[config.mk]
export PLATFORM = sky130hd
export DESIGN_NAME = cbt_top
export DESIGN_NICKNAME = d
export VERILOG_FILES = /design/src/hdl/cbt_top.v /design/src/hdl/cbt_rx_sync.v /design/src/hdl/cbt_bit_timer.v
export VERILOG_INCLUDE_DIRS = /design/src /design/src/hdl
export SDC_FILE = /design/constraint.sdc
export NUM_CORES = 1
export LEC_CHECK = 0
export BUFFER_PORTS_ARGS = -buffer_cell sky130_fd_sc_hd__buf_2
export CORE_MARGIN = 4
export CORE_UTILIZATION = 54
export CTS_BUF_LIST = sky130_fd_sc_hd__clkbuf_8
export DETAILED_ROUTE_END_ITERATION = 16
export GPL_TIMING_DRIVEN = 0
export MAX_ROUTING_LAYER = met4
export PLACE_DENSITY_LB_ADDON = 0.15
export SYNTH_ARGS = -nofsm -noshare
export SYNTH_HDL_FRONTEND = slang
export SYNTH_HIERARCHICAL = 1
export SYNTH_SLANG_ARGS = --single-unit
[constraint.sdc]
create_clock -name clk_in -period 3.6 [get_ports clk_in]
set_clock_uncertainty 0.15 [all_clocks]
set_input_delay 0.54 -clock clk_in [delete_from_list [all_inputs] [get_ports clk_in]]
set_output_delay 0.54 -clock clk_in [all_outputs]
set_load 0.01 [all_outputs]
[src/hdl/cbt_defines.vh]
// Register offsets, field positions and reset values of the bit-timing and status block.
`ifndef CBT_DEFINES_VH
`define CBT_DEFINES_VH

// Register byte offsets.
`define CBT_OFF_BIT_TIMING_CONFIG 8'h00
`define CBT_OFF_ERROR_AND_STATUS 8'h04
`define CBT_OFF_INT_ENABLE 8'h08
`define CBT_OFF_INT_CLEAR 8'h0c
`define CBT_OFF_INT_STATUS 8'h10

// Bit-timing configuration fields.
`define CBT_BTC_BRP_HI 23
`define CBT_BTC_BRP_LO 16
`define CBT_BTC_SJW_HI 9
`define CBT_BTC_SJW_LO 8
`define CBT_BTC_SAM 7
`define CBT_BTC_FIRST_TIME_SEGMENT_HI 6
`define CBT_BTC_FIRST_TIME_SEGMENT_LO 3
`define CBT_BTC_SECOND_TIME_SEGMENT_HI 2
`define CBT_BTC_SECOND_TIME_SEGMENT_LO 0
`define CBT_BTC_RESET 32'h0000_0000

// Error and status register fields.
`define CBT_ES_FORM 24
`define CBT_ES_BIT 23
`define CBT_ES_STUCK 22
`define CBT_ES_CRC 21
`define CBT_ES_STUFF 20
`define CBT_ES_ACK 19
`define CBT_ES_DETACHED 18
`define CBT_ES_PASSIVE 17
`define CBT_ES_WARNING 16
`define CBT_ES_SUSPEND_ACK 5
`define CBT_ES_CONFIG_CHANGE 4
`define CBT_ES_POWER_DOWN_ACK 3
`define CBT_ES_RECEIVING 1
`define CBT_ES_TRANSMITTING 0
`define CBT_ERR_FLAGS_RESET 8'h00
`define CBT_STUCK_RESET 1'b1
// Mirrored state bits after reset: only the config-change bit is one.
`define CBT_STATE_RESET 5'h08

// Interrupt status bits.
`define CBT_INT_ERROR_RECORDED 0
`define CBT_INT_RECESSIVE_SEEN 1
`define CBT_INT_WIDTH 2

`endif

[src/hdl/cbt_top.v]
// Bit-timing configuration, error and status register, and interrupt logic of the bus controller.
// Functional notes
// - The first time segment is a four-bit field used as its value plus one quanta.
// - The first time segment spans the propagation and first phase segments together.
// - The second time segment is a three-bit field used as its value plus one quanta.
// - The second segment is the phase after the sample point, one to eight quanta long.
// - Bit length comes from both segments and the prescaler; all nodes share one bit rate.
// - Once any error flag is set, all other error flags are frozen.
// - Writing one to a set error flag clears it and lets the register update again.
// - Error and state flags sit in bits 24 down to 16 of the status register.
// - Suspend, config-change, power-down, receiving and transmitting bits sit at 5, 4, 3, 1 and 0.
// - After reset only the stuck-dominant flag and config-change bit read one.
// - The baud prescaler is used as its value plus one clocks per quantum.
// - Stuck-dominant is set by resets or detachment and cleared when a recessive bit is seen.
`timescale 1ns/1ps
`include "cbt_defines.vh"
module cbt_top (
  input wire clk_in,
  input wire resetn_in,
  input wire [7:0] addr_in,
  input wire [31:0] wr_data_in,
  input wire wr_en_in,
  input wire rd_en_in,
  output wire [31:0] rd_data_out,
  output wire irq_out,
  input wire soft_reset_in,
  input wire bus_rx_in,
  input wire form_error_in,
  input wire bit_error_in,
  input wire checksum_error_in,
  input wire stuff_error_in,
  input wire acknowledge_error_in,
  input wire detached_from_bus_in,
  input wire error_passive_state_in,
  input wire error_warning_state_in,
  input wire suspend_acknowledge_in,
  input wire config_change_allowed_in,
  input wire power_down_acknowledge_in,
  input wire receiving_flag_in,
  input wire transmitting_flag_in,
  output wire tq_tick_out,
  output wire sample_point_out,
  output wire bit_start_out,
  output wire sampled_bit_out,
  output wire triple_sample_out,
  output wire [1:0] resync_jump_width_out
);
  // Error flag vector order: form, bit, checksum, stuff, acknowledge, detached, passive, warning.
  reg [7:0] err_q;
  reg [7:0] err_d;
  reg stuck_q;
  reg stuck_d;
  reg [31:0] btc_q;
  reg [4:0] state_q;
  reg [`CBT_INT_WIDTH-1:0] int_sts_q;
  reg [`CBT_INT_WIDTH-1:0] int_sts_d;
  reg [`CBT_INT_WIDTH-1:0] int_en_q;
  reg [31:0] rd_data_q;
  reg irq_q;
  reg sampled_bit_q;
  wire [7:0] err_events;
  wire [7:0] err_clear;
  wire frozen;
  wire rx_level;
  wire sample_pulse;
  wire recessive_seen;
  wire wr_btc;
  wire wr_es;
  wire wr_int_en;
  wire wr_int_clr;
  wire [31:0] es_view;

  // Bus receive pin is synchronised before any use.
  cbt_rx_sync u_rx_sync (
    .clk_in(clk_in),
    .resetn_in(resetn_in),
    .pin_in(bus_rx_in),
    .level_out(rx_level)
  );

  // Bit timing runs only while configuration changes are locked out.
  cbt_bit_timer u_bit_timer (
    .clk_in(clk_in),
    .resetn_in(resetn_in),
    .run_in(~config_change_allowed_in),
    .baud_prescaler_in(btc_q[`CBT_BTC_BRP_HI:`CBT_BTC_BRP_LO]),
    .first_time_segment_in(btc_q[`CBT_BTC_FIRST_TIME_SEGMENT_HI:`CBT_BTC_FIRST_TIME_SEGMENT_LO]),
    .second_time_segment_in(btc_q[`CBT_BTC_SECOND_TIME_SEGMENT_HI:`CBT_BTC_SECOND_TIME_SEGMENT_LO]),
    .tq_tick_out(tq_tick_out),
    .sample_point_out(sample_pulse),
    .bit_start_out(bit_start_out)
  );

  assign sample_point_out = sample_pulse;

  // Register write decode.
  assign wr_btc = wr_en_in && (addr_in == `CBT_OFF_BIT_TIMING_CONFIG);
  assign wr_es = wr_en_in && (addr_in == `CBT_OFF_ERROR_AND_STATUS);
  assign wr_int_en = wr_en_in && (addr_in == `CBT_OFF_INT_ENABLE);
  assign wr_int_clr = wr_en_in && (addr_in == `CBT_OFF_INT_CLEAR);

  // Hardware error events and state levels that try to set the error flags.
  assign err_events = {form_error_in, bit_error_in, checksum_error_in, stuff_error_in,
    acknowledge_error_in, detached_from_bus_in, error_passive_state_in, error_warning_state_in};

  // Only ones written at flag positions clear; zeros and reserved bits do nothing.
  assign err_clear = wr_es ? {wr_data_in[`CBT_ES_FORM], wr_data_in[`CBT_ES_BIT], wr_data_in[`CBT_ES_CRC],
    wr_data_in[`CBT_ES_STUFF], wr_data_in[`CBT_ES_ACK], wr_data_in[`CBT_ES_DETACHED],
    wr_data_in[`CBT_ES_PASSIVE], wr_data_in[`CBT_ES_WARNING]} : 8'h00;

  // Flags stay frozen while any flag survives this cycle's acknowledge.
  assign frozen = |(err_q & ~err_clear);

  // A recessive level at the sample point.
  assign recessive_seen = sample_pulse && rx_level;

  // Next value of the error flags and stuck-dominant flag.
  always @* begin
    err_d = (err_q & ~err_clear) | (frozen ? 8'h00 : err_events); // Set wins over a same-cycle clear unless another flag stays set.
    stuck_d = stuck_q;
    if (recessive_seen) begin
      stuck_d = 1'b0;
    end
    if (soft_reset_in || detached_from_bus_in) begin
      stuck_d = 1'b1;
    end
  end

  // Error flags, stuck-dominant flag and mirrored state bits.
  always @(posedge clk_in) begin
    if (!resetn_in) begin
      err_q <= `CBT_ERR_FLAGS_RESET;
      stuck_q <= `CBT_STUCK_RESET;
      state_q <= `CBT_STATE_RESET; // Config-change bit reads one from reset.
    end else begin
      err_q <= soft_reset_in ? `CBT_ERR_FLAGS_RESET : err_d;
      stuck_q <= stuck_d;
      state_q <= {suspend_acknowledge_in, config_change_allowed_in, power_down_acknowledge_in,
        receiving_flag_in, transmitting_flag_in};
    end
  end

  // Status register image; reserved ranges read zero.
  assign es_view = {7'h00, err_q[7], err_q[6], stuck_q, err_q[5], err_q[4], err_q[3], err_q[2],
    err_q[1], err_q[0], 10'h000, state_q[4], state_q[3], state_q[2], 1'b0, state_q[1], state_q[0]};

  // Bit-timing configuration accepts writes only while configuration changes are allowed.
  always @(posedge clk_in) begin
    if (!resetn_in) begin
      btc_q <= `CBT_BTC_RESET;
    end else if (wr_btc && config_change_allowed_in) begin
      btc_q <= {8'h00, wr_data_in[`CBT_BTC_BRP_HI:`CBT_BTC_BRP_LO], 6'h00,
        wr_data_in[`CBT_BTC_SJW_HI:`CBT_BTC_SJW_LO], wr_data_in[`CBT_BTC_SAM],
        wr_data_in[`CBT_BTC_FIRST_TIME_SEGMENT_HI:`CBT_BTC_FIRST_TIME_SEGMENT_LO], wr_data_in[`CBT_BTC_SECOND_TIME_SEGMENT_HI:`CBT_BTC_SECOND_TIME_SEGMENT_LO]};
    end
  end

  // Interrupt status: sticky, set wins over a write-one clear.
  always @* begin
    int_sts_d = int_sts_q;
    if (wr_int_clr) begin
      int_sts_d = int_sts_d & ~wr_data_in[`CBT_INT_WIDTH-1:0];
    end
    if (|(err_d & ~err_q)) begin
      int_sts_d[`CBT_INT_ERROR_RECORDED] = 1'b1;
    end
    if (stuck_q && !stuck_d) begin
      int_sts_d[`CBT_INT_RECESSIVE_SEEN] = 1'b1;
    end
  end

  // Interrupt registers and level output.
  always @(posedge clk_in) begin
    if (!resetn_in) begin
      int_sts_q <= {`CBT_INT_WIDTH{1'b0}};
      int_en_q <= {`CBT_INT_WIDTH{1'b0}};
      irq_q <= 1'b0;
    end else begin
      int_sts_q <= int_sts_d;
      if (wr_int_en) begin
        int_en_q <= wr_data_in[`CBT_INT_WIDTH-1:0];
      end
      irq_q <= |(int_sts_d & (wr_int_en ? wr_data_in[`CBT_INT_WIDTH-1:0] : int_en_q));
    end
  end

  // Read data stands for one cycle after the strobe; unmapped addresses read zero.
  always @(posedge clk_in) begin
    if (!resetn_in) begin
      rd_data_q <= 32'h0000_0000;
    end else if (rd_en_in) begin
      case (addr_in)
        `CBT_OFF_BIT_TIMING_CONFIG: rd_data_q <= btc_q;
        `CBT_OFF_ERROR_AND_STATUS: rd_data_q <= es_view;
        `CBT_OFF_INT_ENABLE: rd_data_q <= {{(32-`CBT_INT_WIDTH){1'b0}}, int_en_q};
        `CBT_OFF_INT_STATUS: rd_data_q <= {{(32-`CBT_INT_WIDTH){1'b0}}, int_sts_q};
        default: rd_data_q <= 32'h0000_0000;
      endcase
    end else begin
      rd_data_q <= 32'h0000_0000;
    end
  end

  // Bus level captured at each sample point.
  always @(posedge clk_in) begin
    if (!resetn_in) begin
      sampled_bit_q <= 1'b1;
    end else if (sample_pulse) begin
      sampled_bit_q <= rx_level;
    end
  end

  assign rd_data_out = rd_data_q;
  assign irq_out = irq_q;
  assign sampled_bit_out = sampled_bit_q;
  assign triple_sample_out = btc_q[`CBT_BTC_SAM];
  assign resync_jump_width_out = btc_q[`CBT_BTC_SJW_HI:`CBT_BTC_SJW_LO];
endmodule // cbt_top

[src/hdl/cbt_rx_sync.v]
// Three-stage synchroniser for the bus receive pin with agreement filter.
`timescale 1ns/1ps
module cbt_rx_sync (
  input wire clk_in,
  input wire resetn_in,
  input wire pin_in,
  output wire level_out
);
  reg s1_q;
  reg s2_q;
  reg s3_q;
  reg level_q;

  // The first stage feeds only the second; a change counts once stages two and three agree.
  always @(posedge clk_in) begin
    if (!resetn_in) begin
      s1_q <= 1'b1;
      s2_q <= 1'b1;
      s3_q <= 1'b1;
      level_q <= 1'b1;
    end else begin
      s1_q <= pin_in;
      s2_q <= s1_q;
      s3_q <= s2_q;
      if (s2_q == s3_q) begin
        level_q <= s3_q;
      end
    end
  end

  assign level_out = level_q;
endmodule // cbt_rx_sync

[src/hdl/cbt_bit_timer.v]
// Nominal bit timing generator: time-quantum prescaler and segment counter.
`timescale 1ns/1ps
module cbt_bit_timer (
  input wire clk_in,
  input wire resetn_in,
  input wire run_in,
  input wire [7:0] baud_prescaler_in,
  input wire [3:0] first_time_segment_in,
  input wire [2:0] second_time_segment_in,
  output wire tq_tick_out,
  output wire sample_point_out,
  output wire bit_start_out
);
  reg [7:0] pre_q;
  reg [4:0] quantum_q;
  reg tick_q;
  reg sample_q;
  reg start_q;
  wire [4:0] sample_idx;
  wire [4:0] last_idx;
  wire tick_now;

  // Quantum index 0 is the sync quantum, then the first segment, then the second.
  assign sample_idx = {1'b0, first_time_segment_in} + 5'h01;
  assign last_idx = {1'b0, first_time_segment_in} + {2'b00, second_time_segment_in} + 5'h02;
  assign tick_now = run_in && (pre_q == baud_prescaler_in); // Stored prescaler plus one clocks per quantum.

  // Count clocks into quanta and quanta into bits.
  always @(posedge clk_in) begin
    if (!resetn_in || !run_in) begin
      pre_q <= 8'h00;
      quantum_q <= 5'h00;
      tick_q <= 1'b0;
      sample_q <= 1'b0;
      start_q <= 1'b0;
    end else begin
      pre_q <= tick_now ? 8'h00 : pre_q + 8'h01;
      tick_q <= tick_now;
      sample_q <= tick_now && (quantum_q == sample_idx); // Sample between first and second segment.
      start_q <= tick_now && (quantum_q == last_idx); // Second segment is stored value plus one quanta.
      if (tick_now) begin
        quantum_q <= (quantum_q == last_idx) ? 5'h00 : quantum_q + 5'h01;
      end
    end
  end

  assign tq_tick_out = tick_q;
  assign sample_point_out = sample_q;
  assign bit_start_out = start_q;
endmodule // cbt_bit_timer

Yosys cells after proc, flatten, opt, wreduce, memory -nomap -nowiden
Index checks and enable logic that the tools add are counted.

Word-level logic and storage cells: 72. Register bits after elaboration: 90. Input port bits: 59. Output and inout port bits: 40.

Multiplexer cells: 10. Reductions and logical operators: 21. Add/subtract/negate cells: 5. Bitwise gates (word level): 10. Equality and inequality tests: 8.

Operator list (count): 25-bit one-hot mux with 4 select lines (1); 8-bit bitwise AND (2); 8-bit by 4-bit == test with 1-bit output, second input constant (2); 8-bit 2-to-1 mux (2); 8-bit inverter (2); 8-bit OR reduction (2); 5-bit == test (2); 1-bit logical AND (10); 8-bit by 1-bit adder with 8-bit output, second input constant (1); 8-bit by 3-bit == test with 1-bit output, second input constant (1); 8-bit by 5-bit == test with 1-bit output, second input constant (1); 8-bit == test (1); 8-bit zero test (1); 8-bit bitwise OR (1); 2-bit OR reduction (3); 4-bit by 1-bit adder with 5-bit output, second input constant (1); 4-bit by 3-bit adder with 5-bit output (1); 5-bit by 1-bit adder with 5-bit output, second input constant (1); 5-bit by 2-bit adder with 5-bit output, second input constant (1); 5-bit 2-to-1 mux (1); 2-bit bitwise AND (2); 1-bit 2-to-1 mux (4); 2-bit 2-to-1 mux (2); 1-bit zero test (2); other kinds (5) (7).

Depth between registers and ports, before layout
Depth in word-level cells: 13. Mapped depth: 10. Gate-level depth less buffers: 10.

Modules after synthesis
The synthesis kept the hierarchy.

By module, submodules not included: cbt_top (cells each 263, instances 1, area an instance 2329.7 um2); cbt_bit_timer (cells each 116, instances 1, area an instance 1033.5 um2); cbt_rx_sync (cells each 10, instances 1, area an instance 112.6 um2).

Worst setup path before layout
Ideal clock, no wire load.

Kind: register -> register. Start: register btc_q[4]. End: register u_bit_timer.quantum_q[0]. Cell stages (with the launch flop): 11. Path buffers: 0. Clock period less this slack: 2539 ps. Data required time: 3384 ps. Setup time: 66 ps. Path slack: 1061 ps. Data arrival time: 2323 ps. Cell sequence: dfxtp_1 > inv_1 > ha_1 > inv_1 > ha_1 > fa_1 > xor2_1 > and2_1 > o221ai_2 > or3b_1 > a21oi_2.

Cells in the longest elaborated chain, start to end: 4.

RTL lines: from (decl) (line cbt_top.v:53) `reg [31:0] btc_q;`; from (signal assigned) (line cbt_top.v:150) `` btc_q <= `CBT_BTC_RESET; ``; from (signal assigned) (line cbt_top.v:152) `` btc_q <= {8'h00, wr_data_in[`CBT_BTC_BRP_HI:`CBT_BTC_BRP_LO], 6'h00, ``; 4-bit by 3-bit adder with 5-bit output (line cbt_bit_timer.v:25) `assign last_idx = {1'b0, first_time_segment_in} + {2'b00, second_time_segment_in} + 5'h02;`; 5-bit by 2-bit adder with 5-bit output (line cbt_bit_timer.v:25); 5-bit == test (line cbt_bit_timer.v:42) `quantum_q <= (quantum_q == last_idx) ? 5'h00 : quantum_q + 5'h01;`; 5-bit 2-to-1 mux (line cbt_bit_timer.v:42); to (signal assigned) (line cbt_bit_timer.v:42); to (decl) (line cbt_bit_timer.v:15) `reg [4:0] quantum_q;`.

Every way passes these cells. A chain may end at the register's enable or synchronous reset.

Worst setup path in the final report
Start: register btc_q[4]. End: register u_bit_timer.quantum_q[4].

The elaborated chain is that of the path after synthesis.

==> metrics.cfg <==
[run_status]
status=finished, final reports clean

[power_and_ir_drop]
sw_frac_of_total_pct=24.70
power.clock.fraction_pct=42.1
p_leak_nw=1.862
power-per-cell-area_nw_per_um2=423.1
p_sw_mw=0.4388
comb_power_share_pct=8.0
ir_worst_vdd_v=0.0002753
p_int_mw=1.338
sequential_power_share_pct=49.9

[setup_path]
crit_required_ps=3700
crit_arrival_ps=2890
worst-path-max-fanout=7
end_kind=register
crit_type=reg2reg
timing.critical_path.from_type=register

[timing]
final.period_utilization_pct=77.51
maxClockFrequency_mhz=358.4
timing.final.max_slew_violations=0
rsz0062_at_grt=false
worst_tran_pin_value_ps=638.4
period_minus_slack_ps=2790
worst_slew_margin_rel_pct=57.28
setup_total_negative_slack_ps=0
hold_viol=0
setup_violations=0

[detailed_routing]
first_iter_violations=199
via_per_inst=5.476
route.vias.total=3083
first_pass_iteration_count_of_the_detailed_router=5
total_wirelength_of_the_detailed_routed_design_um=8398
post-route-drc-count=0
routedWlPerCell_um=14.92
final_antenna_net_count=0

[yosys]
biggest_area_contributors_in_the_synthesized_netlist=sky130_fd_sc_hd__dfxtp_1 44%, sky130_fd_sc_hd__nand2_1 5.8%, sky130_fd_sc_hd__xor2_1 4.0%, sky130_fd_sc_hd__buf_4 3.7%, sky130_fd_sc_hd__nor2_1 3.6%
synthesis.instances=389
synth.yosys.warnings=6
synth_seq_cells=77
synth.top_cell.area_share_pct=44.35
synthArstFlopShare_pct=0
synth_cell_type_count=48
netlist_area_um2=3476
seq_area_frac_synth_pct=44.35
average_footprint_of_a_synthesized_cell_um2=8.935
yosysTopAreaCell=sky130_fd_sc_hd__dfxtp_1
synth_ff_type=sky130_fd_sc_hd__dfxtp_1
synth-edff-count=0

[floorplan]
die_width_um=88.23
die_h_um=88.23
floorplan.rows=28
floorplan.initialDensity_pct=57.02
die_area_um2=7785
floorplan.core_area_um2=6096
pin_count=99

[cells_and_area]
mostFrequentLayoutCell=sky130_fd_sc_hd__dfxtp_1
diodes=0
drive_above_1_share_pct=23.57
most-common-layout-cells=77 x sky130_fd_sc_hd__dfxtp_1, 73 x sky130_fd_sc_hd__buf_2, 54 x sky130_fd_sc_hd__nand2_1
num-nets-final=552
area_growth_syn_to_layout_pct=20.81
layout.cells.non_filler=563
fillers=525

[place]
dp.final_hpwl_um=6485
number_of_buffers_added_on_ports=71
post-place-cells=547
gp_routability_congestion=0.9062

[cts]
clk_latency_ps=350
cts_post_setup_buffers_inserted=0
cts_root_buffer=sky130_fd_sc_hd__clkbuf_8
clock-sinks=77
post_cts_resize_count=0
post_cts_hold_buffer_count=0
cts_tree=yes
cts-root-to-sink-buffers=2
clkTransAtPathRegs_ps=90
h-tree-depth=3
numCtsBuffers=9

[global_route]
grt.overflow.total=0
via_count_of_the_first_global_routing_pass=2966
number_of_antenna_violations_at_the_first_check_in_global_routing=0
grt_pass1_wl_um=13600
largest_net_degree_at_the_start_of_global_routing=16
globalRouteTotalUtil_pct=23.35

[worst_hold_path]
min_path_type=in2reg

[flow_run]
max-cap-violations=0

critical path, stage by stage (launching register included):
cell                       delay (ps)
sky130_fd_sc_hd__dfxtp_1          430
sky130_fd_sc_hd__inv_1             70
sky130_fd_sc_hd__ha_1             270
sky130_fd_sc_hd__inv_1             40
sky130_fd_sc_hd__ha_1             210
sky130_fd_sc_hd__fa_1             370
sky130_fd_sc_hd__xor2_1           160
sky130_fd_sc_hd__and2_1           170
sky130_fd_sc_hd__o221ai_2         290
sky130_fd_sc_hd__nand4_1          200
sky130_fd_sc_hd__o311ai_0         330
area by class of cell:
| cell class | count | area [um^2] | share of cell area (%) |
|---|---|---|---|
| tap | 75 | 93.84 | 2.235 |
| buffer | 29 | 182.7 | 4.350 |
| clock inverter | 7 | 105.1 | 2.503 |
| inverter | 20 | 75.07 | 1.788 |
| sequential | 77 | 1541 | 36.71 |
| timing repair buffer | 71 | 355.3 | 8.462 |
| multi-input combinational | 275 | 1722 | 41.00 |
| clock buffer | 9 | 123.9 | 2.950 |
synthesized netlist by cell type, types with 7 or more instances:
cell	n
sky130_fd_sc_hd__dfxtp_1	77
sky130_fd_sc_hd__nand2_1	54
sky130_fd_sc_hd__nor2_1	33
sky130_fd_sc_hd__a21oi_1	23
sky130_fd_sc_hd__inv_1	20
sky130_fd_sc_hd__buf_4	17
sky130_fd_sc_hd__xor2_1	16
sky130_fd_sc_hd__a22oi_1	15
sky130_fd_sc_hd__nand3_1	14
sky130_fd_sc_hd__nand4_1	11
sky130_fd_sc_hd__and3_1	9
sky130_fd_sc_hd__clkbuf_1	9
sky130_fd_sc_hd__ha_1	9
sky130_fd_sc_hd__and2_1	8
sky130_fd_sc_hd__xnor2_1	7
cell families after synthesis:
family                   count (synthesis)  synth area share (%)
AND/OR/NAND/NOR                        153                 22.82
flip-flops                              77                 44.35
AO/OA/AOI/OAI                           70                 13.93
buffers and inverters                   49                 7.415
XOR/XNOR                                23                 5.795
adder cells (fa/ha/maj)                 11                 4.104
multiplexers                             5                 1.476
other                                    1                0.1079
path summary, 6_finish.rpt:
path	startpoint	slack [ps]	depth (start not counted)	endpoint
min reg2reg	u_rx_sync/s1_q	280	1	u_rx_sync/s2_q
min	bus_rx_in	210	2	u_rx_sync/s1_q
max reg2reg	btc_q[4]	810	10	u_bit_timer/quantum_q[4]
max	btc_q[4]	810	10	u_bit_timer/quantum_q[4]
sequential cells by signal, indices dropped and copies added (netlist names):
register                      count
btc_q                            18
u_bit_timer/sample_point_out      1
rd_data_out                      19
int_sts_q                         2
err_q                             8
u_bit_timer/pre_q                 8
sampled_bit_out                   1
u_rx_sync/s1_q                    1
irq_out                           1
state_q                           5
u_bit_timer/tq_tick_out           1
int_en_q                          2
u_bit_timer/quantum_q             5
u_rx_sync/s3_q                    1
u_rx_sync/s2_q                    1
stuck_q                           1
u_rx_sync/level_out               1
u_bit_timer/bit_start_out         1
metal layers:
| metal | GRT usage, % | wire length (um) |
|---|---|---|
| met1 | 28.36 | 3506 |
| met5 | - | 0 |
| met3 | 4.935 | 612 |
| met4 | 8.929 | 204 |
| met2 | 38.07 | 4075 |
power groups by stage:
stage               registers, mW  logic [mW]  clock network [mW]
detailed placement          0.906       0.139                   0
global placement            0.906       0.137                   0
finish                      0.887       0.142               0.748
CTS                         0.886       0.140               0.757
global route                0.890       0.156               0.799
floorplan                   0.902      0.0848                   0
stage by stage:
| stage | util [%] | worst slack (ps) | instance area (um^2) | power, mW | hold slack (ps) |
|---|---|---|---|---|---|
| floorplan | - | 1061 | 3521 | 0.9872 | 236.3 |
| global placement | 65.13 | 861.2 | 3970 | 1.043 | 240.9 |
| global route | 68.88 | 625.9 | 4199 | 1.845 | 211.1 |
| CTS | 68.88 | 808.0 | 4199 | 1.783 | 204.0 |
| detailed placement | 65.13 | 804.3 | 3970 | 1.045 | 252.6 |
| finish | 68.88 | 809.6 | 4199 | 1.777 | 209.3 |
(Power assumes the default switching activity.)
